**config.mk**
```make
export PLATFORM = sky130hd
export DESIGN_NAME = psr_store
export DESIGN_NICKNAME = d
export VERILOG_FILES = /design/src/psr_pkg.sv /design/src/psr_store.sv
export SDC_FILE = /design/constraint.sdc
export NUM_CORES = 2
export LEC_CHECK = 0
export BUFFER_PORTS_ARGS = -buffer_cell sky130_fd_sc_hd__buf_2
export CORE_ASPECT_RATIO = 0.9
export CORE_MARGIN = 5
export CORE_UTILIZATION = 50
export CTS_BUF_LIST = sky130_fd_sc_hd__clkbuf_8
export DETAILED_ROUTE_END_ITERATION = 10
export HOLD_SLACK_MARGIN = 0.05
export PLACE_DENSITY = 0.68
export SLEW_MARGIN = 20
export SYNTH_ARGS = -nofsm -noshare
export SYNTH_HDL_FRONTEND = slang
export SYNTH_SLANG_ARGS = --single-unit
```
**constraint.sdc**
```tcl
create_clock -name I_REF_CLK -period 22.5 [get_ports I_REF_CLK]
set_input_delay 4.5 -clock I_REF_CLK [delete_from_list [all_inputs] [get_ports I_REF_CLK]]
set_output_delay 4.5 -clock I_REF_CLK [all_outputs]
set_load 0.02 [all_outputs]
```
**src/psr_pkg.sv**
```systemverilog
// Constants, register map and carrier types of the settings store and relay selector
package psr_pkg;

    // ------------------------------------------------------------------
    // Register map (byte addresses)
    // ------------------------------------------------------------------
    localparam logic [7:0] PSR_CTRL_OFS = 8'h00;
    localparam logic [7:0] PSR_STAT_OFS = 8'h04;
    localparam logic [7:0] PSR_PAR_OFS  = 8'h40;
    localparam int         PSR_NPAR     = 16;
    localparam int         PSR_PW       = 10;

    // CTRL bits
    localparam int PSR_CTRL_ENTER = 0;
    localparam int PSR_CTRL_EXIT  = 1;
    localparam int PSR_CTRL_CLRREJ = 2;

    // Parameter slots
    localparam int PI_INIT_V   = 0;
    localparam int PI_RAMP_UP  = 1;
    localparam int PI_RAMP_DN  = 2;
    localparam int PI_RESTART  = 3;
    localparam int PI_CEIL     = 4;
    localparam int PI_LOAD     = 5;
    localparam int PI_UV       = 6;
    localparam int PI_OV       = 7;
    localparam int PI_PROFILE  = 8;
    localparam int PI_CMDSRC   = 9;
    localparam int PI_STATION  = 10;
    localparam int PI_RELAY    = 11;
    localparam int PI_RATED    = 12;
    localparam int PI_BYPASS   = 13;
    localparam int PI_CUR_DISP = 14;
    localparam int PI_VOL_DISP = 15;

    localparam logic [9:0] PSR_MIN [PSR_NPAR] = '{
        10'h01e, 10'h002, 10'h000, 10'h000, 10'h032, 10'h032, 10'h028, 10'h064,
        10'h000, 10'h000, 10'h000, 10'h000, 10'h00b, 10'h000, 10'h032, 10'h032};
    localparam logic [9:0] PSR_MAX [PSR_NPAR] = '{
        10'h046, 10'h03c, 10'h03c, 10'h3e7, 10'h190, 10'h0c8, 10'h05a, 10'h08c,
        10'h006, 10'h006, 10'h040, 10'h013, 10'h3e6, 10'h028, 10'h096, 10'h096};
    localparam logic [9:0] PSR_DEF [PSR_NPAR] = '{
        10'h028, 10'h010, 10'h000, 10'h000, 10'h190, 10'h064, 10'h050, 10'h078,
        10'h001, 10'h001, 10'h000, 10'h007, 10'h064, 10'h003, 10'h064, 10'h064};

    // ------------------------------------------------------------------
    // Fixed values and timing
    // ------------------------------------------------------------------
    localparam logic [9:0] PSR_FIXED_INIT_V = 10'h028;
    localparam logic [9:0] PSR_FIXED_CEIL   = 10'h190;
    localparam logic [4:0] PSR_INV_BASE     = 5'h0a;
    localparam int         PSR_REF_HZ       = 20_000_000;
    localparam int         PSR_EDIT_IDLE_S  = 120;
    localparam logic [9:0] PSR_PCT          = 10'h064;

    // Start profile codes
    localparam logic [9:0] PSR_PROF_ILIM      = 10'h000;
    localparam logic [9:0] PSR_PROF_VRAMP     = 10'h001;
    localparam logic [9:0] PSR_PROF_KICK_ILIM = 10'h002;
    localparam logic [9:0] PSR_PROF_KICK_V    = 10'h003;

    // ------------------------------------------------------------------
    // Types
    // ------------------------------------------------------------------
    typedef enum logic [2:0] {
        PSR_MS_READY = 3'h0,
        PSR_MS_START = 3'h1,
        PSR_MS_BYP   = 3'h3,
        PSR_MS_STOP  = 3'h2,
        PSR_MS_FAULT = 3'h6
    } psr_mstate_t;

    typedef enum logic [1:0] {
        PSR_ED_VIEW = 2'h0,
        PSR_ED_EDIT = 2'h1
    } psr_edit_t;

    typedef struct packed {
        logic        start_cmd;
        logic        ramp_begin;
        logic        bypass_evt;
        logic        stop_cmd;
        logic        stop_done;
        psr_mstate_t state;
        logic [4:0]  fault_code;
    } psr_motor_t;

    typedef struct packed {
        logic [9:0] init_voltage;
        logic [9:0] ramp_up_time;
        logic [9:0] ramp_down_time;
        logic       coast_stop;
        logic [9:0] current_ceiling;
        logic [9:0] start_profile_select;
        logic [9:0] command_source_select;
        logic [9:0] bus_station_number;
        logic [9:0] motor_rated_current;
        logic [9:0] bypass_delay;
    } psr_settings_t;

endpackage

```
**src/psr_store.sv**
```systemverilog
// Settings store with range and edit checks, protection compares and relay selector
`timescale 1ns/100ps
// How it works
// Initial voltage fixed 40% outside voltage-ramp
// Ramp-up 2..60 s, ignored in current-limit
// Ramp-down 0..60 s; zero means coast
// Refuse start until restart interval elapsed
// Current ceiling 50..400%, 400% in voltage-ramp
// Over load ratio times rated flags thermal
// Supply below undervoltage threshold trips
// Supply above overvoltage threshold trips
// Start profile codes 0..6 accepted, 0..3 decoded
// Command source codes 0..6 stored
// Station number 0..64 is bus address
// Rated current 11..998 A is base
// Bypass delay 0..40 s, default 3
// Display factors 50..150% scale readings only
// Leave edit after 2 idle minutes
// No edits during soft start or stop
// Program key at power-up restores defaults
// Selects 0..4 switch on one event
// Selects 5..9 follow a working state
// Relay fault only for listed fault codes
// Running means neither ready nor faulted
// Select above 9 inverts the relay
// Out-of-range entry rejected, value kept
module psr_store
    import psr_pkg::*;
#(
    parameter int CYC_PER_SEC = PSR_REF_HZ
) (
    // Clock, reset, enable
    input  wire logic          I_REF_CLK,
    input  wire logic          I_SYS_RST,
    input  wire logic          I_CLK_EN,
    // AXI4-Lite slave
    input  wire logic [7:0]    I_AXI_AWADDR,
    input  wire logic          I_AXI_AWVALID,
    output logic               O_AXI_AWREADY,
    input  wire logic [31:0]   I_AXI_WDATA,
    input  wire logic [3:0]    I_AXI_WSTRB,
    input  wire logic          I_AXI_WVALID,
    output logic               O_AXI_WREADY,
    output logic [1:0]         O_AXI_BRESP,
    output logic               O_AXI_BVALID,
    input  wire logic          I_AXI_BREADY,
    input  wire logic [7:0]    I_AXI_ARADDR,
    input  wire logic          I_AXI_ARVALID,
    output logic               O_AXI_ARREADY,
    output logic [31:0]        O_AXI_RDATA,
    output logic [1:0]         O_AXI_RRESP,
    output logic               O_AXI_RVALID,
    input  wire logic          I_AXI_RREADY,
    // Keypad pins
    input  wire logic          I_KEY_PRESS,
    input  wire logic          I_PROGRAM_KEY,
    // Motor controller side
    input  wire psr_motor_t    I_MOTOR,
    input  wire logic          I_START_REQ,
    input  wire logic [11:0]   I_MOTOR_AMPS,
    input  wire logic [9:0]    I_SUPPLY_PCT,
    input  wire logic [15:0]   I_RAW_CURRENT,
    input  wire logic [15:0]   I_RAW_VOLTAGE,
    // Results
    output psr_settings_t      O_SETTINGS,
    output logic               O_START_GRANT,
    output logic               O_START_PERMIT,
    output logic               O_THERMAL_OVER,
    output logic               O_UNDERVOLT_TRIP,
    output logic               O_OVERVOLT_TRIP,
    output logic [15:0]        O_DISP_CURRENT,
    output logic [15:0]        O_DISP_VOLTAGE,
    output logic               O_RELAY
);
    localparam int TW = $clog2(CYC_PER_SEC + 1);
    if (CYC_PER_SEC < 2) begin : g_chk
        $error("CYC_PER_SEC must be at least 2");
    end

    // ------------------------------------------------------------------
    // Pin synchronisers and second tick
    // ------------------------------------------------------------------
    logic [2:0]    key_r;
    logic [1:0]    prg_r;
    logic [TW-1:0] tick_cnt_r;
    logic          tick;
    logic          key_edge;
    always_ff @(posedge I_REF_CLK) begin
        if (I_SYS_RST) begin
            key_r <= 3'h0;
            prg_r <= 2'h0;
        end else if (I_CLK_EN) begin
            key_r <= {key_r[1:0], I_KEY_PRESS};
            prg_r <= {prg_r[0], I_PROGRAM_KEY};
        end
    end
    assign key_edge = key_r[1] & ~key_r[2];
    assign tick     = (tick_cnt_r == TW'(CYC_PER_SEC - 1));
    always_ff @(posedge I_REF_CLK) begin
        if (I_SYS_RST) begin
            tick_cnt_r <= '0;
        end else if (I_CLK_EN) begin
            tick_cnt_r <= tick ? '0 : tick_cnt_r + TW'(1);
        end
    end

    // ------------------------------------------------------------------
    // AXI4-Lite handshakes
    // ------------------------------------------------------------------
    logic        aw_hold_r, w_hold_r;
    logic [7:0]  awaddr_r;
    logic [31:0] wdata_r;
    logic [3:0]  wstrb_r;
    logic        wr_fire;
    logic        wr_ctrl, wr_par, wr_map;
    logic [3:0]  wr_idx;
    assign wr_fire = aw_hold_r & w_hold_r & ~O_AXI_BVALID;
    assign wr_idx  = awaddr_r[5:2];
    assign wr_ctrl = (awaddr_r[7:2] == PSR_CTRL_OFS[7:2]);
    assign wr_par  = (awaddr_r[7:6] == PSR_PAR_OFS[7:6]);
    assign wr_map  = wr_ctrl | wr_par | (awaddr_r[7:2] == PSR_STAT_OFS[7:2]);
    always_ff @(posedge I_REF_CLK) begin
        if (I_SYS_RST) begin
            O_AXI_AWREADY <= 1'b1;
            O_AXI_WREADY  <= 1'b1;
            O_AXI_BVALID  <= 1'b0;
            O_AXI_BRESP   <= 2'h0;
            aw_hold_r     <= 1'b0;
            w_hold_r      <= 1'b0;
            awaddr_r      <= 8'h00;
            wdata_r       <= 32'h0000_0000;
            wstrb_r       <= 4'h0;
        end else if (I_CLK_EN) begin
            if (I_AXI_AWVALID && O_AXI_AWREADY) begin
                aw_hold_r     <= 1'b1;
                awaddr_r      <= I_AXI_AWADDR;
                O_AXI_AWREADY <= 1'b0;
            end
            if (I_AXI_WVALID && O_AXI_WREADY) begin
                w_hold_r     <= 1'b1;
                wdata_r      <= I_AXI_WDATA;
                wstrb_r      <= I_AXI_WSTRB;
                O_AXI_WREADY <= 1'b0;
            end
            if (wr_fire) begin
                aw_hold_r    <= 1'b0;
                w_hold_r     <= 1'b0;
                O_AXI_BVALID <= 1'b1;
                O_AXI_BRESP  <= wr_map ? 2'h0 : 2'h2;
            end
            if (O_AXI_BVALID && I_AXI_BREADY) begin
                O_AXI_BVALID  <= 1'b0;
                O_AXI_AWREADY <= 1'b1;
                O_AXI_WREADY  <= 1'b1;
            end
        end
    end

    // ------------------------------------------------------------------
    // Edit session
    // ------------------------------------------------------------------
    psr_edit_t  edit_st_r;
    logic [6:0] idle_s_r;
    logic       busy;
    logic       par_ok;
    logic       rej_r;
    logic [9:0] wval;
    logic [9:0] par_r [PSR_NPAR];
    assign busy = (I_MOTOR.state == PSR_MS_START) || (I_MOTOR.state == PSR_MS_STOP);
    assign wval = wdata_r[9:0];
    assign par_ok = wr_fire && wr_par && (edit_st_r == PSR_ED_EDIT) && !busy
                    && (&wstrb_r[1:0]) && (wdata_r[31:10] == 22'h0)
                    && (wval >= PSR_MIN[wr_idx]) && (wval <= PSR_MAX[wr_idx]);
    always_ff @(posedge I_REF_CLK) begin
        if (I_SYS_RST) begin
            edit_st_r <= PSR_ED_VIEW;
            idle_s_r  <= 7'h00;
        end else if (I_CLK_EN) begin
            case (edit_st_r)
                PSR_ED_VIEW: begin
                    idle_s_r <= 7'h00;
                    if (wr_fire && wr_ctrl && wstrb_r[0] && wdata_r[PSR_CTRL_ENTER] && !busy) begin
                        edit_st_r <= PSR_ED_EDIT;
                    end
                end
                PSR_ED_EDIT: begin
                    if (key_edge || par_ok) begin
                        idle_s_r <= 7'h00;
                    end else if (tick) begin
                        idle_s_r <= idle_s_r + 7'h01;
                    end
                    if (wr_fire && wr_ctrl && wstrb_r[0] && wdata_r[PSR_CTRL_EXIT]) begin
                        edit_st_r <= PSR_ED_VIEW;
                    end else if (idle_s_r >= 7'(PSR_EDIT_IDLE_S) && !key_edge) begin
                        edit_st_r <= PSR_ED_VIEW;
                    end
                end
                default: begin
                    edit_st_r <= PSR_ED_VIEW;
                end
            endcase
        end
    end

    // Sticky reject flag: a new reject wins over a clear
    always_ff @(posedge I_REF_CLK) begin
        if (I_SYS_RST) begin
            rej_r <= 1'b0;
        end else if (I_CLK_EN) begin
            if (wr_fire && wr_par && !par_ok) begin
                rej_r <= 1'b1;
            end else if (wr_fire && wr_ctrl && wstrb_r[0] && wdata_r[PSR_CTRL_CLRREJ]) begin
                rej_r <= 1'b0;
            end
        end
    end

    // ------------------------------------------------------------------
    // Parameter store and power-up restore
    // ------------------------------------------------------------------
    logic [2:0] boot_cnt_r;
    logic       restore;
    assign restore = (boot_cnt_r == 3'h3) && prg_r[1];
    always_ff @(posedge I_REF_CLK) begin
        if (I_SYS_RST) begin
            boot_cnt_r <= 3'h0;
        end else if (I_CLK_EN && boot_cnt_r != 3'h4) begin
            boot_cnt_r <= boot_cnt_r + 3'h1;
        end
    end
    for (genvar g = 0; g < PSR_NPAR; g++) begin : g_par
        always_ff @(posedge I_REF_CLK) begin
            if (I_SYS_RST) begin
                par_r[g] <= PSR_DEF[g];
            end else if (I_CLK_EN) begin
                if (restore) begin
                    par_r[g] <= PSR_DEF[g];
                end else if (par_ok && (wr_idx == 4'(g))) begin
                    par_r[g] <= wval;
                end
            end
        end
    end

    // ------------------------------------------------------------------
    // Effective settings
    // ------------------------------------------------------------------
    logic [9:0] prof;
    logic       ilim_mode, vramp_mode;
    assign prof       = par_r[PI_PROFILE];
    assign ilim_mode  = (prof == PSR_PROF_ILIM) || (prof == PSR_PROF_KICK_ILIM);
    assign vramp_mode = (prof == PSR_PROF_VRAMP) || (prof == PSR_PROF_KICK_V);
    always_ff @(posedge I_REF_CLK) begin
        if (I_SYS_RST) begin
            O_SETTINGS <= '0;
        end else if (I_CLK_EN) begin
            O_SETTINGS.init_voltage <= vramp_mode ? par_r[PI_INIT_V] : PSR_FIXED_INIT_V;
            O_SETTINGS.ramp_up_time <= ilim_mode ? 10'h000 : par_r[PI_RAMP_UP];
            O_SETTINGS.ramp_down_time <= par_r[PI_RAMP_DN];
            O_SETTINGS.coast_stop <= (par_r[PI_RAMP_DN] == 10'h000);
            O_SETTINGS.current_ceiling <= vramp_mode ? PSR_FIXED_CEIL : par_r[PI_CEIL];
            O_SETTINGS.start_profile_select <= prof;
            O_SETTINGS.command_source_select <= par_r[PI_CMDSRC];
            O_SETTINGS.bus_station_number <= par_r[PI_STATION];
            O_SETTINGS.motor_rated_current <= par_r[PI_RATED];
            O_SETTINGS.bypass_delay <= par_r[PI_BYPASS];
        end
    end

    // ------------------------------------------------------------------
    // Protection compares and display scaling
    // ------------------------------------------------------------------
    logic [19:0] load_lim;
    logic [25:0] disp_i, disp_v;
    assign load_lim = (par_r[PI_RATED] * par_r[PI_LOAD]) / 20'(PSR_PCT);
    assign disp_i   = (I_RAW_CURRENT * par_r[PI_CUR_DISP]) / 26'(PSR_PCT);
    assign disp_v   = (I_RAW_VOLTAGE * par_r[PI_VOL_DISP]) / 26'(PSR_PCT);
    always_ff @(posedge I_REF_CLK) begin
        if (I_SYS_RST) begin
            O_THERMAL_OVER   <= 1'b0;
            O_UNDERVOLT_TRIP <= 1'b0;
            O_OVERVOLT_TRIP  <= 1'b0;
            O_DISP_CURRENT   <= 16'h0000;
            O_DISP_VOLTAGE   <= 16'h0000;
        end else if (I_CLK_EN) begin
            O_THERMAL_OVER   <= {8'h00, I_MOTOR_AMPS} > load_lim;
            O_UNDERVOLT_TRIP <= I_SUPPLY_PCT < par_r[PI_UV];
            O_OVERVOLT_TRIP  <= I_SUPPLY_PCT > par_r[PI_OV];
            O_DISP_CURRENT   <= disp_i[15:0];
            O_DISP_VOLTAGE   <= disp_v[15:0];
        end
    end

    // ------------------------------------------------------------------
    // Restart interval
    // ------------------------------------------------------------------
    logic [9:0] gap_s_r;
    logic       grant;
    assign grant = I_START_REQ && (gap_s_r == 10'h000) && (I_MOTOR.state == PSR_MS_READY);
    always_ff @(posedge I_REF_CLK) begin
        if (I_SYS_RST) begin
            gap_s_r        <= 10'h000;
            O_START_GRANT  <= 1'b0;
            O_START_PERMIT <= 1'b0;
        end else if (I_CLK_EN) begin
            O_START_GRANT  <= grant;
            O_START_PERMIT <= (gap_s_r == 10'h000);
            if (grant) begin
                gap_s_r <= par_r[PI_RESTART];
            end else if (tick && gap_s_r != 10'h000) begin
                gap_s_r <= gap_s_r - 10'h001;
            end
        end
    end

    // ------------------------------------------------------------------
    // Programmable relay
    // ------------------------------------------------------------------
    logic [4:0] rsel, rbase, evts;
    logic       evt_r;
    logic       evt_set, evt_clr;
    logic       flt_code, st_val;
    assign rsel    = par_r[PI_RELAY][4:0];
    assign rbase   = (rsel >= PSR_INV_BASE) ? rsel - PSR_INV_BASE : rsel;
    assign evts    = {I_MOTOR.stop_done, I_MOTOR.stop_cmd, I_MOTOR.bypass_evt,
                      I_MOTOR.ramp_begin, I_MOTOR.start_cmd};
    // Timing selects latch on their event; 0..2 drop at stop, 3..4 at start
    assign evt_set = (rbase < 5'h05) && evts[rbase[2:0]];
    assign evt_clr = (rbase < 5'h03) ? I_MOTOR.stop_done
                   : (rbase < 5'h05) ? I_MOTOR.start_cmd : 1'b1;
    always_ff @(posedge I_REF_CLK) begin
        if (I_SYS_RST) begin
            evt_r <= 1'b0;
        end else if (I_CLK_EN) begin
            if (evt_set) begin
                evt_r <= 1'b1;
            end else if (evt_clr) begin
                evt_r <= 1'b0;
            end
        end
    end

    always_comb begin
        case (I_MOTOR.fault_code)
            5'h05, 5'h06, 5'h07, 5'h08, 5'h0c, 5'h0f: flt_code = 1'b1;
            default: flt_code = 1'b0;
        endcase
        case (rbase)
            5'h05: st_val = (I_MOTOR.state == PSR_MS_FAULT) && flt_code;
            5'h06: st_val = (I_MOTOR.state != PSR_MS_READY)
                            && (I_MOTOR.state != PSR_MS_FAULT);
            5'h07: st_val = (I_MOTOR.state == PSR_MS_READY);
            5'h08: st_val = (I_MOTOR.state == PSR_MS_START);
            5'h09: st_val = (I_MOTOR.state == PSR_MS_BYP);
            default: st_val = evt_r;
        endcase
    end
    always_ff @(posedge I_REF_CLK) begin
        if (I_SYS_RST) begin
            O_RELAY <= 1'b0;
        end else if (I_CLK_EN) begin
            O_RELAY <= st_val ^ (rsel >= PSR_INV_BASE);
        end
    end

    // ------------------------------------------------------------------
    // Register reads
    // ------------------------------------------------------------------
    logic [31:0] rd_mux;
    logic        rd_ok;
    always_comb begin
        rd_mux = 32'h0000_0000;
        rd_ok  = 1'b1;
        if (I_AXI_ARADDR[7:6] == PSR_PAR_OFS[7:6]) begin
            rd_mux = {22'h0, par_r[I_AXI_ARADDR[5:2]]};
        end else if (I_AXI_ARADDR[7:2] == PSR_STAT_OFS[7:2]) begin
            rd_mux = {26'h0, O_RELAY, O_START_PERMIT, rej_r, busy,
                      1'b0, (edit_st_r == PSR_ED_EDIT)};
        end else if (I_AXI_ARADDR[7:2] != PSR_CTRL_OFS[7:2]) begin
            rd_ok = 1'b0;
        end
    end

    always_ff @(posedge I_REF_CLK) begin
        if (I_SYS_RST) begin
            O_AXI_ARREADY <= 1'b1;
            O_AXI_RVALID  <= 1'b0;
            O_AXI_RDATA   <= 32'h0000_0000;
            O_AXI_RRESP   <= 2'h0;
        end else if (I_CLK_EN) begin
            if (I_AXI_ARVALID && O_AXI_ARREADY) begin
                O_AXI_ARREADY <= 1'b0;
                O_AXI_RVALID  <= 1'b1;
                O_AXI_RDATA   <= rd_mux;
                O_AXI_RRESP   <= rd_ok ? 2'h0 : 2'h2;
            end else if (O_AXI_RVALID && I_AXI_RREADY) begin
                O_AXI_RVALID  <= 1'b0;
                O_AXI_ARREADY <= 1'b1;
            end
        end
    end

endmodule

```
==> results.toml <==
[critical_path]
crit_path_top_delay_cell = "fa_1"
arrival_ns = 21.86
cp_max_fo = 11
r2r_cells = 69
reg2reg_setup_slack_ns = 3.18
critPathCapture = "O_DISP_VOLTAGE[0]$_SDFFE_PP0P_"
worst-path-stages = 61
critPathBufInv = 5
critical_path.most_common_cell = "fa_1"
r2r_end = "O_THERMAL_OVER$_SDFFE_PP0P_"
r2r-start = "par_r[12][5]$_SDFFCE_PN1P_"
slowest_delay_ns = 0.57
startpoint_type = "input pin"
cp-end-kind = "flop"
critPathKind = "input pin to flop"
cp_top_family = "compound AO/OA/AOI/OAI gates"
crit_start = "I_RAW_VOLTAGE[5]"
cp.required_ns = 23.02

[outcome]
run_status = "finished clean"

[die]
dieWidth_um = 317
die_area_um2 = 90500
row_count = 101
die_y_um = 286
core_area_um2 = 84200
io-pin-count = 300
initial_core_util = 0.502

[timing]
setup_viol = 0
slew_headroom = 0.275
finalHoldViolCount = 0
fmax_ghz = 0.0469
tns_ns = 0
min_period_ns = 21.34
skew_ns = 0.0578
period_share = 0.948
tightestPinTransition_ns = 1.08
drv_slew = 0

[cells_and_area]
final_common_cell = "nand2_1"
drive_above_1_share = 0.139
fillers = 7735
layout.cells.non_filler = 6321
final_cell_mix = "528 x nand2_1, 394 x nor2_1, 358 x and2_1, 357 x inv_1, 282 x fa_1"
area_growth_pct = 10.6
finalNetCount = 5767
stdcell_area_um2 = 46800

[place]
dpl.hpwl_um = 91800
io_buffers = 269
routabilityCongestion = 0.908
post_dp_cell_area_um2 = 45000
place_inst = 6175

[synthesis]
synth_area_um2 = 42300
synth_top_flop_cell = "dfxtp_1"
synth.distinct_cells = 145
ys_seq_area_frac = 0.228
ys_seq_elements = 401
syn_area_per_cell_um2 = 8.67
synth_cells = 4880
synthArstFlopShare = 0
synth_edf_count = 160
synth_warnings = 0

[clock_tree]
holdBufCountCts = 0
cts_sinks = 401
cts-buffers-inserted = 73
insertion_delay_ns = 0.69
cts.path.max_buffers = 3
clockRootBuffer = "clkbuf_8"
cts_tree = "built"
path_clk_slew_ns = 0.06
htreeDepth = 3

[global_routing]
antenna_found_initial = 17
grt_pass1_wl_um = 193000
grt_pass1_vias = 35700
grt_max_degree = 80
grt-ovfl-total = 0
grt_use_total = 0.260

[flow_run]
maxCapViolations = 0

[detailed_routing]
ant_nets = 0
drc_errors = 0
wirelength_um = 122000
wire_per_inst_um = 19.2
viasPerCell = 5.94
vias = 37500
first_iter_violations = 3145
dr.pass1.iters = 5

[min_path]
worstHoldPathType = "flop to flop"
-- stage by stage --
stage	util	setup WS, ns	hold slack [ns]
floorplan	-	2.26	0.431
global placement	0.535	0.558	0.438
detailed placement	0.535	0.418	0.445
CTS	0.554	1.15	0.454
global route	0.556	-0.0435	0.474
finish	0.556	1.16	0.454
-- synthesized netlist by cell type, types with 13 or more instances --
library cell / instances / area share
xor2_1: 61 / 0.013
or3_1: 47 / 0.0070
a211oi_1: 56 / 0.0099
and3_1: 34 / 0.0050
buf_2: 28 / 0.0033
o21a_1: 36 / 0.0064
xnor2_1: 143 / 0.030
a31oi_1: 51 / 0.0075
nor4_1: 36 / 0.0053
a211o_1: 19 / 0.0039
edfxtp_1: 160 / 0.11
mux2i_1: 123 / 0.029
o211ai_1: 38 / 0.0067
a22oi_1: 25 / 0.0044
and2_1: 358 / 0.053
nand4_1: 51 / 0.0075
nor2b_1: 27 / 0.0040
o21ai_0: 148 / 0.018
a32oi_1: 13 / 0.0027
o22ai_1: 16 / 0.0024
o31ai_1: 28 / 0.0050
mux4_2: 51 / 0.027
dfxtp_1: 241 / 0.11
a21o_1: 63 / 0.011
o21bai_1: 15 / 0.0027
ha_1: 238 / 0.070
nand3_1: 120 / 0.014
o21ai_1: 32 / 0.0038
nor2_1: 394 / 0.035
maj3_1: 20 / 0.0047
or2_2: 21 / 0.0031
inv_1: 338 / 0.030
clkbuf_1: 194 / 0.017
a21oi_1: 250 / 0.030
o221ai_1: 17 / 0.0035
nor3_1: 106 / 0.013
nand2_1: 528 / 0.047
fa_1: 282 / 0.13
nand2b_1: 44 / 0.0065
buf_4: 33 / 0.0059
-- layout make-up --
type	count	area [um^2]	share of cell area
diodes	12	30.0	0.000642
clock inverters	53	479	0.0102
clock buffers	81	1110	0.0238
multi-input cells	3890	30400	0.650
flip-flops and latches	401	9630	0.206
repair buffers	409	2430	0.0519
well taps	1133	1420	0.0303
inverters	342	1280	0.0274
-- flip-flops by register name, indices dropped and copies added, names as in the netlist, 2 cells and up --
signal,cells
prg_r,2
wstrb_r,2
tick_cnt_r,25
key_r,3
O_DISP_VOLTAGE,16
O_SETTINGS,91
gap_s_r,10
awaddr_r,6
O_AXI_RDATA,10
par_r,160
wdata_r,32
idle_s_r,7
boot_cnt_r,3
O_DISP_CURRENT,16
-- cells by family after synthesis --
logic type,count (synthesis),share of synthesized area
and+or+nand+nor,1859,0.219
adders and majority gates,542,0.209
muxes,188,0.0601
DFF,401,0.228
AOI/OAI and AO/OA,1066,0.180
other,1,0.0000887
xor gates and xnor gates,211,0.0452
buffers and inverters,612,0.0585
-- repair_timing --
item,CTS,global route
buffers inserted,0,0
setup endpoints to repair,0,3
gates resized for setup,0,17
-- worst min path at each step --
stage	startpoint	to	slack, ns	cells past startpoint
2_1_floorplan	wstrb_r[1]$_SDFFE_PP0P_	wstrb_r[1]$_SDFFE_PP0P_	0.43	2
3_3_place_gp	wstrb_r[1]$_SDFFE_PP0P_	wstrb_r[1]$_SDFFE_PP0P_	0.44	2
3_5_place_dp	wstrb_r[1]$_SDFFE_PP0P_	wstrb_r[1]$_SDFFE_PP0P_	0.44	2
4_1_cts	wstrb_r[1]$_SDFFE_PP0P_	wstrb_r[1]$_SDFFE_PP0P_	0.45	2
5_1_grt	wdata_r[23]$_SDFFE_PP0P_	wdata_r[23]$_SDFFE_PP0P_	0.47	2
6_report	wstrb_r[1]$_SDFFE_PP0P_	wstrb_r[1]$_SDFFE_PP0P_	0.45	2
-- worst min-delay path: stages, from the launching register on --
cell and delay [ns]:
dfxtp_1 0.31, nand2_1 0.05, a21oi_1 0.05
-- per-layer routing --
| layer | up-vias | wire length (um) | GRT usage |
|---|---|---|---|
| met2 | 1289 | 56000 | 0.418 |
| met3 | 147 | 9380 | 0.0467 |
| li1 | 17700 | - | - |
| met5 | - | 46 | 0 |
| met4 | 8 | 2260 | 0.0569 |
| met1 | 18300 | 53900 | 0.367 |
Power is not shown: default switching activity piles up to over one toggle a cycle in this logic, so the estimate is an artifact.
